### src/pkg/aopg_defines.svh
// Constants for the auxiliary output pattern generator.
// Assumes a 200 MHz core clock; all counts are in 5 ns cycles.
`ifndef AOPG_DEFINES_SVH
`define AOPG_DEFINES_SVH

`define AOPG_CLK_PERIOD_PS   32'd5000
// Times in ps as given; counts derived (least round up, longest round down)
`define AOPG_T_8NS_PS        32'd8000
`define AOPG_T_4NS_PS        32'd4000
`define AOPG_T_PER_MAX_PS    64'd524000000
`define AOPG_T_BIT_MAX_PS    64'd260000000
`define AOPG_CYC_8NS         (((`AOPG_T_8NS_PS) + (`AOPG_CLK_PERIOD_PS) - 32'd1) / (`AOPG_CLK_PERIOD_PS))
`define AOPG_CYC_4NS         (((`AOPG_T_4NS_PS) + (`AOPG_CLK_PERIOD_PS) - 32'd1) / (`AOPG_CLK_PERIOD_PS))
`define AOPG_CYC_PER_MAX     ((`AOPG_T_PER_MAX_PS) / 64'd5000)
`define AOPG_CYC_BIT_MAX     ((`AOPG_T_BIT_MAX_PS) / 64'd5000)

// Register offsets
`define AOPG_REG_CTRL        4'h0
`define AOPG_REG_PERIOD      4'h1
`define AOPG_REG_WIDTH       4'h2
`define AOPG_REG_DELAY       4'h3
`define AOPG_REG_BITTIME     4'h4
`define AOPG_REG_STATUS      4'h5
`define AOPG_REG_PATTERN     4'h6

// Control field positions
`define AOPG_CTRL_MODE_LSB   0
`define AOPG_CTRL_POL_BIT    3
`define AOPG_CTRL_TSRC_BIT   4
`define AOPG_CTRL_LEN_LSB    5
`define AOPG_CTRL_EN_BIT     7

// Reset values
`define AOPG_RST_PERIOD      32'd4
`define AOPG_RST_WIDTH       32'd2
`define AOPG_RST_BITTIME     32'd1

// Clock mode toggles every cycle: output pattern rate limited by 200 MHz core
`define AOPG_FIFO_DEPTH      32
`define AOPG_FIFO_AW         5

`endif

### src/pkg/aopg_pkg.sv
// Types for the auxiliary output pattern generator.
// Constants live in aopg_defines.svh.
package aopg_pkg;
   typedef enum logic [2:0] {
      AOPG_MODE_PULSE,
      AOPG_MODE_NRZ,
      AOPG_MODE_RZ,
      AOPG_MODE_CLOCK,
      AOPG_MODE_TRIG
   } aopg_mode_t;

   typedef enum logic [1:0] {
      AOPG_LEN_7,
      AOPG_LEN_10,
      AOPG_LEN_11,
      AOPG_LEN_15
   } aopg_len_t;
endpackage : aopg_pkg

### src/rtl/aopg_gen.sv
// Auxiliary output pattern generator: pulse, NRZ, RZ, clock, trigger-out.
// Assumes a 200 MHz clock, register port from same-clock software logic.
//
// The implementer's own choices: the register offsets and the address-and-strobe port.
`timescale 1ns/100ps
`include "aopg_defines.svh"

////////////////////////////////////////////////////////////////////////////////
// Small synchronous FIFO between the bit generator and the output stage
module aopg_fifo #(
   parameter int WIDTH = 1,
   parameter int DEPTH = `AOPG_FIFO_DEPTH,
   parameter int AW    = `AOPG_FIFO_AW
) (
   input  wire logic             clk_in,
   input  wire logic             rst_n_in,
   input  wire logic             flush_in,
   input  wire logic [WIDTH-1:0] wr_data_in,
   input  wire logic             wr_valid_in,
   output logic                  wr_ready_out,
   output logic [WIDTH-1:0]      rd_data_out,
   output logic                  rd_valid_out,
   input  wire logic             rd_ready_in
);
   logic [WIDTH-1:0] mem [DEPTH];
   logic [AW:0]      wr_ptr;
   logic [AW:0]      rd_ptr;
   logic [AW:0]      next_wr_ptr;
   logic [AW:0]      next_rd_ptr;
   logic             do_wr;
   logic             do_rd;

   always_comb begin
      wr_ready_out = (wr_ptr - rd_ptr) != (AW+1)'(DEPTH);
      rd_valid_out = wr_ptr != rd_ptr;
      rd_data_out  = mem[rd_ptr[AW-1:0]];
      do_wr        = wr_valid_in && wr_ready_out;
      do_rd        = rd_valid_out && rd_ready_in;
      next_wr_ptr  = flush_in ? '0 : wr_ptr + (AW+1)'(do_wr);
      next_rd_ptr  = flush_in ? '0 : rd_ptr + (AW+1)'(do_rd);
   end

   always_ff @(posedge clk_in or negedge rst_n_in) begin
      if (!rst_n_in) begin
         wr_ptr <= '0;
         rd_ptr <= '0;
      end else begin
         wr_ptr <= next_wr_ptr;
         rd_ptr <= next_rd_ptr;
      end
   end

   // Storage has no reset; pointers make unwritten words unreachable
   always_ff @(posedge clk_in) begin
      if (do_wr) begin
         mem[wr_ptr[AW-1:0]] <= wr_data_in;
      end
   end
endmodule : aopg_fifo

////////////////////////////////////////////////////////////////////////////////
// Summary of operation
// - Exactly one waveform type drives the output at a time.
// - Pulse period programmable from 8 ns to 524 us.
// - Pulse width from 8 ns up to period minus 8 ns.
// - Pulse start delayed after trigger by zero to period minus 8 ns.
// - Pulse polarity selectable; inverted setting flips the active level.
// - NRZ bit time programmable from 4 ns to 260 us.
// - NRZ stream delayed after trigger by zero to bit time minus 8 ns.
// - NRZ pattern length 2^7, 2^10, 2^11 or 2^15 minus one.
// - NRZ polarity selectable; inverted setting inverts the data.
// - Stream trigger source selectable: data clock or pattern start.
// - RZ bit time programmable from 8 ns to 260 us.
// - RZ stream delayed after trigger by zero to bit time minus 8 ns.
// - RZ pattern length selectable among four, polarity selectable.
// - Clock mode outputs a clock synchronous with the internal clock.
// - Trigger-out pulse follows internal trigger, active edge falling.
// - Trigger-out source switchable between clock and pattern generator.
// - Auxiliary input is ignored entirely.
module aopg_gen (
   // Clock and reset
   input  wire logic        clk_in,
   input  wire logic        rst_n_in,
   // Register port
   input  wire logic [3:0]  reg_addr_in,
   input  wire logic [31:0] reg_wdata_in,
   input  wire logic        reg_wr_in,
   input  wire logic        reg_rd_in,
   output logic [31:0]      reg_rdata_out,
   // Auxiliary connectors
   input  wire logic        aux_in,
   output logic             aux_out,
   output logic             trig_out
);
   // Control and setting registers
   logic [7:0]  ctrl;
   logic [31:0] period_set;
   logic [31:0] width_set;
   logic [31:0] delay_set;
   logic [31:0] bit_set;
   logic [7:0]  next_ctrl;
   logic [31:0] next_period_set;
   logic [31:0] next_width_set;
   logic [31:0] next_delay_set;
   logic [31:0] next_bit_set;
   logic [31:0] next_rdata;

   // Active (clamped) settings, loaded at period boundary (bit time at pattern start) or while disabled
   logic [31:0] period_act;
   logic [31:0] width_act;
   logic [31:0] delay_act;
   logic [31:0] bit_act;
   logic [31:0] next_period_act;
   logic [31:0] next_width_act;
   logic [31:0] next_delay_act;
   logic [31:0] next_bit_act;

   // Timing state
   logic [31:0] cyc_cnt;
   logic [31:0] next_cyc_cnt;
   logic [31:0] bit_cnt;
   logic [31:0] next_bit_cnt;
   logic [14:0] lfsr;
   logic [14:0] next_lfsr;
   logic [14:0] pat_cnt;
   logic [14:0] next_pat_cnt;
   logic        clk_tog;
   logic        next_clk_tog;
   logic        aux_q;
   logic        trig_q;
   logic        next_aux_q;
   logic        next_trig_q;

   aopg_pkg::aopg_mode_t mode;
   aopg_pkg::aopg_len_t  len_sel;
   logic                 pol_inv;
   logic                 tsrc_pat;
   logic                 gen_en;
   logic                 boundary;
   logic                 bit_tick;
   logic                 pat_start;
   logic                 fb;
   logic [14:0]          pat_last;
   logic [31:0]          min_bit;
   logic                 stream_mode;

   // FIFO wiring
   logic fifo_wr_ready;
   logic fifo_rd_data;
   logic fifo_rd_valid;
   logic fifo_rd_ready;
   logic fifo_flush;

   always_comb begin
      mode     = aopg_pkg::aopg_mode_t'(ctrl[`AOPG_CTRL_MODE_LSB +: 3]);
      len_sel  = aopg_pkg::aopg_len_t'(ctrl[`AOPG_CTRL_LEN_LSB +: 2]);
      pol_inv  = ctrl[`AOPG_CTRL_POL_BIT];
      tsrc_pat = ctrl[`AOPG_CTRL_TSRC_BIT];
      gen_en   = ctrl[`AOPG_CTRL_EN_BIT];
      stream_mode = (mode == aopg_pkg::AOPG_MODE_NRZ) || (mode == aopg_pkg::AOPG_MODE_RZ);
   end

   ////////////////////////////////////////////////////////////////////////////
   // Register port
   always_comb begin
      next_ctrl       = ctrl;
      next_period_set = period_set;
      next_width_set  = width_set;
      next_delay_set  = delay_set;
      next_bit_set    = bit_set;
      if (reg_wr_in) begin
         if (reg_addr_in == `AOPG_REG_CTRL) begin
            next_ctrl = reg_wdata_in[7:0];
         end else if (reg_addr_in == `AOPG_REG_PERIOD) begin
            next_period_set = reg_wdata_in;
         end else if (reg_addr_in == `AOPG_REG_WIDTH) begin
            next_width_set = reg_wdata_in;
         end else if (reg_addr_in == `AOPG_REG_DELAY) begin
            next_delay_set = reg_wdata_in;
         end else if (reg_addr_in == `AOPG_REG_BITTIME) begin
            next_bit_set = reg_wdata_in;
         end
      end
      next_rdata = '0;
      if (reg_rd_in) begin
         if (reg_addr_in == `AOPG_REG_CTRL) begin
            next_rdata = {24'h000000, ctrl};
         end else if (reg_addr_in == `AOPG_REG_PERIOD) begin
            next_rdata = period_set;
         end else if (reg_addr_in == `AOPG_REG_WIDTH) begin
            next_rdata = width_set;
         end else if (reg_addr_in == `AOPG_REG_DELAY) begin
            next_rdata = delay_set;
         end else if (reg_addr_in == `AOPG_REG_BITTIME) begin
            next_rdata = bit_set;
         end else if (reg_addr_in == `AOPG_REG_STATUS) begin
            next_rdata = {29'h0000000, fifo_rd_valid, trig_q, aux_q};
         end else if (reg_addr_in == `AOPG_REG_PATTERN) begin
            next_rdata = {17'h0000, lfsr};
         end
      end
   end

   always_ff @(posedge clk_in or negedge rst_n_in) begin
      if (!rst_n_in) begin
         ctrl          <= 8'h00;
         period_set    <= `AOPG_RST_PERIOD;
         width_set     <= `AOPG_RST_WIDTH;
         delay_set     <= 32'h00000000;
         bit_set       <= `AOPG_RST_BITTIME;
         reg_rdata_out <= 32'h00000000;
      end else begin
         ctrl          <= next_ctrl;
         period_set    <= next_period_set;
         width_set     <= next_width_set;
         delay_set     <= next_delay_set;
         bit_set       <= next_bit_set;
         reg_rdata_out <= next_rdata;
      end
   end

   ////////////////////////////////////////////////////////////////////////////
   // Clamping and period timer
   always_comb begin
      boundary  = (cyc_cnt >= period_act - 32'd1);
      bit_tick  = (bit_cnt >= bit_act - 32'd1);
      pat_last  = (len_sel == aopg_pkg::AOPG_LEN_7)  ? 15'h007e :
                  (len_sel == aopg_pkg::AOPG_LEN_10) ? 15'h03fe :
                  (len_sel == aopg_pkg::AOPG_LEN_11) ? 15'h07fe : 15'h7ffe;
      // At or past the end, so a shorter length chosen mid-run still restarts
      pat_start = bit_tick && (pat_cnt >= pat_last);
      min_bit   = (mode == aopg_pkg::AOPG_MODE_RZ) ? 32'(`AOPG_CYC_8NS)
                                                  : 32'(`AOPG_CYC_4NS);

      next_period_act = period_act;
      next_width_act  = width_act;
      next_delay_act  = delay_act;
      next_bit_act    = bit_act;
      // Settings load only at a boundary or while disabled so a period never runs half-old
      if (boundary || !gen_en) begin
         next_period_act = (period_set < 32'(`AOPG_CYC_8NS)) ? 32'(`AOPG_CYC_8NS) :
                           (period_set > 32'(`AOPG_CYC_PER_MAX)) ?
                           32'(`AOPG_CYC_PER_MAX) : period_set;
         next_width_act  = (width_set < 32'(`AOPG_CYC_8NS)) ? 32'(`AOPG_CYC_8NS) :
                           (width_set > next_period_act - 32'(`AOPG_CYC_8NS)) ?
                           next_period_act - 32'(`AOPG_CYC_8NS) : width_set;
         // Streams clamp delay to the bit time below, not to the period
         if (!stream_mode) begin
            next_delay_act = (delay_set > next_period_act - 32'(`AOPG_CYC_8NS)) ?
                             next_period_act - 32'(`AOPG_CYC_8NS) : delay_set;
         end
      end
      if ((bit_tick && pat_start) || !gen_en) begin
         next_bit_act = (bit_set < min_bit) ? min_bit :
                        (bit_set > 32'(`AOPG_CYC_BIT_MAX)) ?
                        32'(`AOPG_CYC_BIT_MAX) : bit_set;
         if (stream_mode) begin
            next_delay_act = (delay_set > next_bit_act - 32'(`AOPG_CYC_8NS)) ?
                             next_bit_act - 32'(`AOPG_CYC_8NS) : delay_set;
            if (next_bit_act < 32'(`AOPG_CYC_8NS)) begin
               next_delay_act = 32'h00000000;
            end
         end
      end
   end

   ////////////////////////////////////////////////////////////////////////////
   // Pattern generator: Fibonacci LFSRs, taps for maximal length
   always_comb begin
      case (len_sel)
         aopg_pkg::AOPG_LEN_7:  fb = lfsr[6] ^ lfsr[5];
         aopg_pkg::AOPG_LEN_10: fb = lfsr[9] ^ lfsr[6];
         aopg_pkg::AOPG_LEN_11: fb = lfsr[10] ^ lfsr[8];
         default:               fb = lfsr[14] ^ lfsr[13];
      endcase

      next_cyc_cnt = (boundary || !gen_en) ? 32'h00000000 : cyc_cnt + 32'd1;
      next_bit_cnt = (bit_tick || !gen_en) ? 32'h00000000 : bit_cnt + 32'd1;
      next_lfsr    = lfsr;
      next_pat_cnt = pat_cnt;
      if (!gen_en || (bit_tick && pat_start)) begin
         next_lfsr    = 15'h7fff;
         next_pat_cnt = 15'h0000;
      end else if (bit_tick && fifo_wr_ready) begin
         next_lfsr    = {lfsr[13:0], fb};
         next_pat_cnt = pat_cnt + 15'd1;
      end
      next_clk_tog = gen_en ? ~clk_tog : 1'b0;
   end

   always_ff @(posedge clk_in or negedge rst_n_in) begin
      if (!rst_n_in) begin
         period_act <= `AOPG_RST_PERIOD;
         width_act  <= `AOPG_RST_WIDTH;
         delay_act  <= 32'h00000000;
         bit_act    <= `AOPG_RST_BITTIME;
         cyc_cnt    <= 32'h00000000;
         bit_cnt    <= 32'h00000000;
         lfsr       <= 15'h7fff;
         pat_cnt    <= 15'h0000;
         clk_tog    <= 1'b0;
      end else begin
         period_act <= next_period_act;
         width_act  <= next_width_act;
         delay_act  <= next_delay_act;
         bit_act    <= next_bit_act;
         cyc_cnt    <= next_cyc_cnt;
         bit_cnt    <= next_bit_cnt;
         lfsr       <= next_lfsr;
         pat_cnt    <= next_pat_cnt;
         clk_tog    <= next_clk_tog;
      end
   end

   ////////////////////////////////////////////////////////////////////////////
   // Data buffer: bits wait here until their slot after the delay
   always_comb begin
      fifo_flush    = !gen_en || !stream_mode;
      fifo_rd_ready = stream_mode && (bit_cnt == delay_act);
   end

   aopg_fifo #(
      .WIDTH (1),
      .DEPTH (`AOPG_FIFO_DEPTH),
      .AW    (`AOPG_FIFO_AW)
   ) u_fifo (
      .clk_in       (clk_in),
      .rst_n_in     (rst_n_in),
      .flush_in     (fifo_flush),
      .wr_data_in   (lfsr[0]),
      .wr_valid_in  (bit_tick && stream_mode),
      .wr_ready_out (fifo_wr_ready),
      .rd_data_out  (fifo_rd_data),
      .rd_valid_out (fifo_rd_valid),
      .rd_ready_in  (fifo_rd_ready)
   );

   ////////////////////////////////////////////////////////////////////////////
   // Output selection; aux_in is never read on purpose
   logic rz_bit;
   logic nrz_bit;
   logic pulse_lvl;
   logic [31:0] pulse_ofs;
   logic cur_bit;
   logic next_cur_bit;
   logic trig_evt;

   always_comb begin
      // Pulse wraps past the period end when delay plus width is long
      pulse_ofs = (cyc_cnt >= delay_act) ? cyc_cnt - delay_act
                                         : cyc_cnt + period_act - delay_act;
      pulse_lvl = pulse_ofs < width_act;
      trig_evt  = tsrc_pat ? pat_start : bit_tick;
      next_aux_q  = aux_q;
      next_trig_q = 1'b1;
      // Bit is held after its read; the FIFO head already shows the next one
      if (fifo_rd_ready && fifo_rd_valid) begin
         nrz_bit = fifo_rd_data;
      end else begin
         nrz_bit = cur_bit;
      end
      next_cur_bit = nrz_bit;
      // RZ bit holds only the first half of each bit cell
      rz_bit = nrz_bit && (bit_cnt >= delay_act) &&
               (bit_cnt < delay_act + (bit_act >> 1));
      if (!gen_en) begin
         next_aux_q = 1'b0;
      end else begin
         case (mode)
            aopg_pkg::AOPG_MODE_PULSE: next_aux_q = pulse_lvl ^ pol_inv;
            aopg_pkg::AOPG_MODE_NRZ:   next_aux_q = nrz_bit ^ pol_inv;
            aopg_pkg::AOPG_MODE_RZ:    next_aux_q = rz_bit ^ pol_inv;
            aopg_pkg::AOPG_MODE_CLOCK: next_aux_q = clk_tog;
            aopg_pkg::AOPG_MODE_TRIG:  next_aux_q = ~trig_evt;
            default:                   next_aux_q = 1'b0;
         endcase
         next_trig_q = ~trig_evt;
      end
   end

   always_ff @(posedge clk_in or negedge rst_n_in) begin
      if (!rst_n_in) begin
         aux_q   <= 1'b0;
         trig_q  <= 1'b1;
         cur_bit <= 1'b0;
      end else begin
         aux_q   <= next_aux_q;
         trig_q  <= next_trig_q;
         cur_bit <= next_cur_bit;
      end
   end

   always_comb begin
      aux_out  = aux_q;
      trig_out = trig_q;
   end
endmodule : aopg_gen

### config.mk
export PLATFORM = sky130hd
export DESIGN_NAME = aopg_gen
export DESIGN_NICKNAME = d
export VERILOG_FILES = /design/src/pkg/aopg_pkg.sv /design/src/rtl/aopg_gen.sv
export VERILOG_INCLUDE_DIRS = /design/src /design/src/pkg
export SDC_FILE = /design/constraint.sdc
export NUM_CORES = 1
export LEC_CHECK = 0
export BUFFER_PORTS_ARGS = -buffer_cell sky130_fd_sc_hd__clkbuf_2
export CORE_MARGIN = 4
export CORE_UTILIZATION = 58
export DETAILED_ROUTE_END_ITERATION = 12
export MAX_ROUTING_LAYER = met4
export PLACE_DENSITY = 0.87
export SLEW_MARGIN = 10
export SYNTH_ARGS = -nofsm -noshare
export SYNTH_HDL_FRONTEND = slang
export SYNTH_SLANG_ARGS = --single-unit
### constraint.sdc
create_clock -name clk_in -period 6.8 [get_ports clk_in]
set_clock_uncertainty 0.2 [all_clocks]
set_input_delay 0 -clock clk_in [delete_from_list [all_inputs] [get_ports clk_in]]
set_output_delay 0 -clock clk_in [all_outputs]
set_load 0.005 [all_outputs]
; ---- Word level (Yosys, flattened, before mapping)
; Memories as Yosys holds them, arrays and structs flattened.
; Index checks and enable logic that the tools add are counted.
; Widths: inputs -> output; s select.
[word_totals]
regBits = 406
ramBits = 32
input_bits = 41
output_inout_bits = 34
elab_cells = 147
n_memories = 1
[op_classes]
addsub = 14
order_cmp = 16
eq_ne = 15
n_mux = 43
bitwise = 13
reduce_logical = 25
[memory_table]
columns = memory, words, word_bits, read_ports, rd_ports_with_merged_regs, write_ports, line_no
row1 = u_fifo.mem, 32, 1, 1, 0, 1, aopg_gen.sv:25  ; logic [WIDTH-1:0] mem [DEPTH];
[op_table]
columns = cell, count
row1 = $mux 32, 22
row2 = $mux 15, 9
row3 = $ge 32x32->1, 4
row4 = $gt 32x32->1, 3
row5 = $lt 32x2->1 const B, 3
row6 = $add 32x1->32 const B, 2
row7 = $lt 32x32->1, 2
row8 = $sub 32x1->32 const B, 2
row9 = $sub 32x2->32 const B, 2
row10 = $sub 32x32->32, 2
row11 = $add 32x31->32, 1
row12 = $add 32x32->32, 1
row13 = $eq 32x32->1, 1
row14 = $gt 32x16->1 const B, 1
row15 = $gt 32x17->1 const B, 1
row16 = $lt 32x2->1, 1
row17 = $add 15x1->15 const B, 1
row18 = $ge 15x15->1, 1
row19 = $add 6x1->6, 2
row20 = $eq 4x3->1 const B, 3
row21 = $mux 6, 2
row22 = $logic_and 1x1->1, 9
row23 = $eq 4x2->1 const B, 2
row24 = $mux 1, 7
row25 = 25 further kinds, 42

; ---- Depth between registers and ports, before layout
; Gate-level depths: netlist of run 1.
[depth]
depth_word = 10
ltp_mapped = 30
depth_no_buf = 25

; ---- By module
; Synthesis of run 1 repeated with hierarchy kept, for this count alone.
[hier_totals]
cells_unflattened = 3619
area_unflattened_um2 = 33479.6
[by_module_without_submodules]
columns = mod, n_inst, cells_per_inst, area_each_um2, seq_area_each_um2
row1 = aopg_gen, 1, 3383, 30865.9, 9887.0
row2 = aopg_fifo, 1, 236, 2613.8, 1261.2

; ---- Worst setup path after synthesis of run 1
; OpenSTA, ideal clock, no wires.
[synth_path]
kind = reg-to-reg
start = register ctrl[2]
end = register delay_act[5]
setup_ns = 0.104
t_arrival_ns = 6.177
t_required_ns = 6.496
slack_ns = 0.319
path_stages_with_launch = 31
n_path_buf = 6
synth_period_minus_slack_ns = 6.481
cell_sequence = dfrtp_1 -> clkbuf_1 -> nor3b_1 -> inv_1 -> ha_1 -> o21ai_0 -> nand4_1 -> and3_1 -> clkbuf_1 -> nand2_1 -> ha_1 -> nand3b_1 -> or4_4 -> a2111oi_1 -> and2b_1 -> buf_6 -> buf_2 -> inv_1 -> ha_1 -> a21o_1 -> a21o_1 -> a211o_1 -> o211ai_1 -> a21oi_1 -> nor4_1 -> nor2_1 -> buf_2 -> buf_2 -> nand2_1 -> a31oi_1 -> a221oi_1
[synth_via]
elab_chain_cells = 10
elab_cells_between_ends = 15
cone_classes = 1 x add/sub / 3 x order compare / 2 x eq/ne / 8 x mux / 1 x reduce/logical
[synth_lines]
columns = item, line_no
row1 = "start, declared", aopg_gen.sv:96  ; logic [7:0] ctrl;
row2 = "start signal, assigned", aopg_gen.sv:213  ; ctrl <= next_ctrl;
row3 = $eq 3x2->1, "aopg_gen.sv:160, aopg_gen.sv:232"
row4 = $mux 2, aopg_gen.sv:232  ; min_bit = (mode == aopg_pkg::AOPG_MODE_RZ) ? 32'(`AOPG_CYC_8NS)
row5 = $lt 32x2->1, aopg_gen.sv:254  ; next_bit_act = (bit_set < min_bit) ? min_bit :
row6 = $mux 32, aopg_gen.sv:254
row7 = $sub 32x2->32, "aopg_gen.sv:258, aopg_gen.sv:259"
row8 = $gt 32x32->1, aopg_gen.sv:258  ; next_delay_act = (delay_set > next_bit_act - 32'(`AOPG_CYC_8NS)) ?
row9 = $mux 32, aopg_gen.sv:258
row10 = $mux 32, aopg_gen.sv:260  ; if (next_bit_act < 32'(`AOPG_CYC_8NS)) begin
row11 = $mux 32, aopg_gen.sv:257  ; if (stream_mode) begin
row12 = $mux 32 *, aopg_gen.sv:253  ; if ((bit_tick && pat_start) || !gen_en) begin
row13 = net next_delay_act[5], aopg_gen.sv:115  ; logic [31:0] next_delay_act;
row14 = "end signal, assigned", aopg_gen.sv:305  ; delay_act <= next_delay_act;
row15 = "end, declared", aopg_gen.sv:111  ; logic [31:0] delay_act;
; Mark *: on every way through the listed nets, which the timed path passes. The rest lies on a longest branch.
; A chain may end at the register's enable or synchronous reset.

; ---- Final worst setup path of run 1
[layout_path]
start = register bit_set[3]
end = register delay_act[7]
[layout_via]
elab_chain_cells = 9
elab_cells_between_ends = 11
cone_classes = 1 x add/sub / 4 x order compare / 6 x mux
[layout_lines]
columns = item, line_no
row1 = "start, declared", aopg_gen.sv:100  ; logic [31:0] bit_set;
row2 = "start signal, assigned", aopg_gen.sv:210  ; bit_set <= `AOPG_RST_BITTIME;
row3 = "start signal, assigned", aopg_gen.sv:217  ; bit_set <= next_bit_set;
row4 = $gt 32x16->1, aopg_gen.sv:255  ; (bit_set > 32'(`AOPG_CYC_BIT_MAX)) ?
row5 = $mux 32, aopg_gen.sv:255
row6 = $mux 32 *, aopg_gen.sv:254
row7 = $sub 32x2->32, "aopg_gen.sv:258, aopg_gen.sv:259"
row8 = $gt 32x32->1, aopg_gen.sv:258
row9 = $mux 32, aopg_gen.sv:258
row10 = $mux 32 *, aopg_gen.sv:260
row11 = $mux 32 *, aopg_gen.sv:257
row12 = $mux 32 *, aopg_gen.sv:253
row13 = net next_delay_act[7], aopg_gen.sv:115
; Marks and branches as above.

==> qor.yml, run 1 <==
layout_common_cells: "dfrtp_1, ha_1, nor2_1"
ys_ff_latch: 438
synth-seq-area-share_pct: 33.6
period_needed_ps: 6470
syn2layout_area_growth_pct: 11.2
syn_area_sq_um: 33200
status: "complete, no violations"
synth_flop_cell: "dfrtp_1"
numCtsBuffers: 48
drive_gt1_share_pct: 12.6
seqPwrFrac_pct: 31.1
vias: 29400
worst-endpoint-arrival_ps: 6770
num_rows: 87
dieHeight_microns: 247
pin_count: 75
cap_violations: 0
routabilityCongestion: 1.06
clkPwrFrac_pct: 23.6
switching_share_pct: 41.7
ant_nets: 0
die_w_microns: 247
grt_start_max_net_pins: 157
die-area_sq_um: 61100
power_density_nw_per_um2: 314
postPlaceCellArea_sq_um: 34800
nNetsFinal: 4165
wire_per_inst_microns: 22.6
hold_viol: 0
cp.required_ps: 7100
ys.warnings.count: 0
critPathLaunchType: "register"
grt_usage_pct: 33.8
worst_slew_pin_slew_ps: 1100
power.total_w: 0.0116
grt_pass1_vias: 28800
setup_slack_ps: 330
clock_latency_ps: 620
grt_pass1_wl_microns: 158000
first_iter_violations: 3777
r2r_start: "bit_set[3]"
first_pass_iters: 6
async_flop_share_pct: 92.7
timing.slew.headroom_pct: 26.5
drc: 0
postCtsSetupRepairBufs: 0
viasPerCell: 6.52
tns_ps: 0
hold_path_startpoint: "reg_wdata_in[11]"
cts_sinks: 438
fillers: 4266
preCtsSetupSlack_ps: 191
startpoint: "bit_set[3]"
setup_viol: 0
clockBufferDepth: 3
antenna_found_initial: 2
rsz0062_at_grt: "false"
path_clk_slew_ps: 70
synthDistinctLibCells: 95
final_cell_area_sq_um: 36900
fmax_ghz: 0.155
syn_inst: 3575
wl_microns: 102000
avgSynthCellArea_sq_um: 9.28
slew_viol_final: 0
timing.final.crit_share_pct: 95.1
tritoncts: "done"
h-tree-depth: 2
worst-path-max-fanout: 15
whs_ps: 44.1
synth_edf_count: 32
coreArea_sq_um: 56500
netSwitchingPower_w: 0.00483
final_common_cell: "dfrtp_1"
port_buffers: 73
root_buffer: "clkbuf_16"
ir_drop_v: 0.000259
power_leakage_nw: 17.1
pwr-share-comb_pct: 45.3
holdCritPathClass: "input pin to register"
crit_type: "register to register"
end_kind: "register"
grt_remaining_overflow: 0
initial_utilization_pct: 58.7
p_int_w: 0.00676
dpl.hpwl_microns: 75600
[power by group through the flow]
stage / Sequential, W / Combinational, W / Clock, W
final: 0.00361 / 0.00525 / 0.00274
after CTS: 0.00356 / 0.00511 / 0.00273
after detailed placement: 0.00360 / 0.00502 / 0
after floorplan: 0.00336 / 0.00367 / 0
after global placement: 0.00358 / 0.00483 / 0
after global routing: 0.00363 / 0.00577 / 0.00286
[routing by layer]
metal	track usage, %	vias up	part of all wire (%)
met5	-	-	0
met4	17.3	0	6.2
met3	6.69	442	10
met2	52.3	1708	45
met1	42.4	14100	38
li1	-	13200	-
[cells in the mapped netlist, types with 7 or more instances]
| master | count | share of area [%] |
|---|---|---|
| mux4_2 | 11 | 0.75 |
| mux2_2 | 155 | 5.3 |
| a21o_1 | 119 | 2.7 |
| a22oi_1 | 13 | 0.29 |
| or3_1 | 20 | 0.38 |
| nor3b_1 | 9 | 0.20 |
| nor2_1 | 352 | 4.0 |
| fa_1 | 33 | 2.0 |
| xor2_1 | 86 | 2.3 |
| o21bai_1 | 16 | 0.36 |
| nand2b_1 | 34 | 0.64 |
| nor2b_1 | 39 | 0.74 |
| nand2_1 | 208 | 2.4 |
| nor4_1 | 44 | 0.83 |
| o31ai_1 | 18 | 0.41 |
| nand4_1 | 73 | 1.4 |
| a221oi_1 | 26 | 0.69 |
| a211o_1 | 11 | 0.29 |
| ha_1 | 374 | 14 |
| and3_1 | 28 | 0.53 |
| a222oi_1 | 9 | 0.27 |
| a22o_1 | 18 | 0.48 |
| nand3_1 | 94 | 1.4 |
| mux2i_1 | 52 | 1.6 |
| o21a_1 | 38 | 0.86 |
| o22ai_1 | 33 | 0.62 |
| o211ai_1 | 17 | 0.38 |
| xnor2_1 | 151 | 4.0 |
| buf_1 | 16 | 0.18 |
| dfrtp_1 | 384 | 29 |
| and2_1 | 35 | 0.66 |
| a31oi_1 | 16 | 0.30 |
| a211oi_1 | 32 | 0.72 |
| a221o_1 | 7 | 0.21 |
| inv_1 | 258 | 2.9 |
| a21oi_1 | 215 | 3.2 |
| o21ai_0 | 164 | 2.5 |
| or4_1 | 11 | 0.25 |
| or2_2 | 12 | 0.23 |
| dfstp_2 | 22 | 1.7 |
| nand3b_1 | 8 | 0.18 |
| nor3_1 | 76 | 1.1 |
| clkbuf_1 | 89 | 1.0 |
| edfxtp_1 | 32 | 2.9 |
[state kept, by name (all words and copies together), names as in the netlist]
name,count
bit_act,32
bit_cnt,32
bit_set,32
cyc_cnt,32
delay_act,32
delay_set,32
period_act,32
period_set,32
reg_rdata_out,32
u_fifo.mem,32
width_act,32
width_set,32
lfsr,15
pat_cnt,15
ctrl,8
u_fifo.rd_ptr,6
u_fifo.wr_ptr,6
aux_out,1
clk_tog,1
cur_bit,1
trig_out,1
[kinds of logic (layout without fill, tap and decap cells)]
kind of cell,Yosys count,count (layout),share of synthesized area (%)
AOI/OAI and AO/OA,812,812,15.9
DFF,438,438,33.6
other,1,16,0.0113
and+or+nand+nor,1087,1087,16.2
buffers and inverters,375,542,4.35
adders and majority gates,407,407,16.1
muxes,218,218,7.58
xor gates and xnor gates,237,237,6.26
[critical path, stage by stage, from the launching register on]
cell and delay [ps]:
dfrtp_1 460, or4_4 540, nor4_2 300, nand4_1 200
and3_1 220, o21ai_2 130, ha_1 240, nand3b_1 110
or4_4 430, a2111oi_1 370, buf_4 200, and2b_1 240
buf_4 230, inv_1 60, ha_1 280, a21o_1 180
a21o_1 170, a211o_1 280, o211ai_1 100, a21oi_1 160
nor4_2 410, buf_4 280, o21ai_0 110, o31ai_1 90
a21oi_1 100, a221oi_1 260
[worst paths after layout]
kind                                      end  slack (ps)  cells after the start
worst max-delay path             delay_act[7]         330                     25
worst min-delay path            width_set[11]          40                      3
worst max register to register   delay_act[7]         330                     25
worst min register to register        clk_tog         240                      1
max in group asynchronous         bit_act[26]        5080                      4
min in group asynchronous            lfsr[10]         360                      3
[per-stage QoR]
| stage | utilization [%] | instances |
|---|---|---|
| after global placement | 61.5 | 4377 |
| after detailed placement | 61.5 | 4377 |
| after global routing | 65.3 | 4513 |
| final | 65.3 | 4513 |
| after CTS | 65.2 | 4511 |
| after floorplan | - | 3588 |
[timing repair]
action | 4_1_cts | 5_1_grt
hold endpoints to repair | 377 | 0
endpoints found under the setup margin | 0 | 53
resized for setup | 0 | 5
hold buffers | 46 | 0
[area by class of cell]
cell class / count / area [sq um] / area share [%]
inverters: 260 / 978 / 2.65
clock buffers: 60 / 1310 / 3.54
multi-input cells: 2775 / 20700 / 56.2
well taps: 756 / 946 / 2.56
repair buffers: 194 / 1440 / 3.91
clock inverters: 28 / 319 / 0.865
flip-flops and latches: 438 / 11100 / 30.2
diodes: 2 / 5.00 / 0.0136
Note: power is estimated with default switching activity, not from simulation.
==> inputs of run 2 (changes only) <==
- CORE_UTILIZATION: 58 -> 65
- PLACE_DENSITY: 0.87 -> 0.91
- clock period: 6.8 -> 8.1 ns (I/O delays scaled with it)
==> run 2 against run 1 <==
Cell area fell by 1.2%. Largest cell class unchanged. Maximum frequency fell by 11%. Wire length grew 2.4%. First-iteration DRC count is 0.13% higher. Via count increased by 0.65%. Total power shrank 17%.
==> qor.yml, run 2 (same netlist as run 1, synthesis figures left out) <==
postCtsSetupRepairBufs: 0
hold_viol: 0
layout_common_cells: "dfrtp_1, ha_1, nor2_1"
first_pass_iters: 9
slew_viol_final: 0
crit_type: "register to register"
pin_count: 75
antenna_found_initial: 2
final_common_cell: "dfrtp_1"
nNetsFinal: 4124
tritoncts: "done"
cp.required_ps: 8420
period_needed_ps: 7240
clkPwrFrac_pct: 23.9
num_rows: 82
pwr-share-comb_pct: 43.9
worst-endpoint-arrival_ps: 7560
worst_slew_pin_slew_ps: 1240
end_kind: "register"
timing.slew.headroom_pct: 17.5
drive_gt1_share_pct: 11.7
clock_latency_ps: 600
viasPerCell: 6.74
critPathLaunchType: "register"
routabilityCongestion: 1.03
vias: 29600
coreArea_sq_um: 50300
tns_ps: 0
fillers: 3424
first_iter_violations: 3782
switching_share_pct: 41.6
fmax_ghz: 0.138
initial_utilization_pct: 66.0
wl_microns: 104000
p_int_w: 0.00562
drc: 0
cts_sinks: 438
holdCritPathClass: "input pin to register"
power_density_nw_per_um2: 264
root_buffer: "clkbuf_16"
preCtsSetupSlack_ps: 1120
timing.final.crit_share_pct: 89.4
wire_per_inst_microns: 23.8
numCtsBuffers: 48
port_buffers: 73
h-tree-depth: 2
worst-path-max-fanout: 27
grt_pass1_wl_microns: 163000
grt_usage_pct: 39.3
netSwitchingPower_w: 0.00400
cts-resized-gates: 0
cap_violations: 0
grt_remaining_overflow: 0
setup_slack_ps: 862
setup_viol: 0
clockBufferDepth: 3
power_leakage_nw: 16.8
die_w_microns: 234
path_clk_slew_ps: 60
dpl.hpwl_microns: 74100
die-area_sq_um: 54700
status: "complete, no violations"
dieHeight_microns: 234
rsz0062_at_grt: "false"
grt_start_max_net_pins: 154
ant_nets: 0
syn2layout_area_growth_pct: 9.84
seqPwrFrac_pct: 32.2
grt_pass1_vias: 29300
ir_drop_v: 0.000241
==> run 2: cell type report <==
class                           count  area [sq um]  area share, %
Inverter                          260           978           2.69
Antenna cell                        3          7.51         0.0206
Tap cell                          672           841           2.31
Multi-Input combinational cell   2775         20700           56.9
Timing Repair Buffer              153          1110           3.04
Clock buffer                       74          1450           3.99
Clock inverter                     16           183          0.501
Sequential cell                   438         11100           30.6
==> run 2: power by group through the flow <==
stage          Combinational, W  Clock (W)  Sequential [W]
2_1_floorplan           0.00308          0         0.00282
3_3_place_gp            0.00391          0         0.00305
3_5_place_dp            0.00404          0         0.00307
4_1_cts                 0.00410    0.00228         0.00304
5_1_grt                 0.00466    0.00238         0.00312
6_report                0.00422    0.00230         0.00310
==> run 2: what timing repair did <==
| action | in CTS | in global routing |
|---|---|---|
| endpoints found under the hold margin | 267 | 0 |
| endpoints found under the setup margin | 0 | 0 |
| hold buffers | 41 | 0 |
==> run 2: per-layer routing <==
metal  global-route usage, %  share of wire (%)  vias up
met1                    49.8                 38    14200
met4                    19.5                6.2        0
met2                    59.8                 45     1892
met3                    8.67                 11      471
li1                        -                  -    13100
met5                       -                  0        -
==> run 2: critical path, cell delays in order (launching register included) <==
cell and delay, ps:
dfrtp_1 430, nor4_1 360, nand2_1 190, a2111o_1 350
a31oi_1 180, nor2_1 60, buf_4 210, nand2_1 120
ha_1 210, or3b_2 510, nor2_1 150, nand2_1 110
nor4_1 330, nand2_1 190, nor2_1 480, nand2_1 190
ha_1 330, a21o_1 200, a21o_1 200, a21oi_1 160
o21ai_0 110, a31o_2 290, a2111oi_0 410, a21oi_2 200
buf_4 300, nor2_1 480, a22o_1 220
==> run 2: through the flow <==
stage          cell area [sq um]  utilization [%]  total power [W]  hold slack [ps]  cells
2_1_floorplan              33200                -          0.00590             -496   3588
3_3_place_gp               34400             68.4          0.00697            -56.4   4257
3_5_place_dp               34400             68.4          0.00711            -50.8   4257
4_1_cts                    36400             72.5          0.00943             20.3   4388
5_1_grt                    36400             72.5           0.0102             63.3   4390
6_report                   36400             72.5          0.00963             48.3   4391
==> run 2: worst paths after layout <==
| check | slack, ps | end | cells past startpoint | from |
|---|---|---|---|---|
| worst min register to register | 230 | clk_tog | 1 | clk_tog |
| worst max-delay path | 860 | width_act[26] | 26 | period_set[20] |
| max in group asynchronous | 6260 | bit_cnt[28] | 4 | rst_n_in |
| worst max register to register | 860 | width_act[26] | 26 | period_set[20] |
| worst min-delay path | 50 | width_set[26] | 3 | reg_wdata_in[26] |
| min in group asynchronous | 440 | lfsr[5] | 3 | rst_n_in |
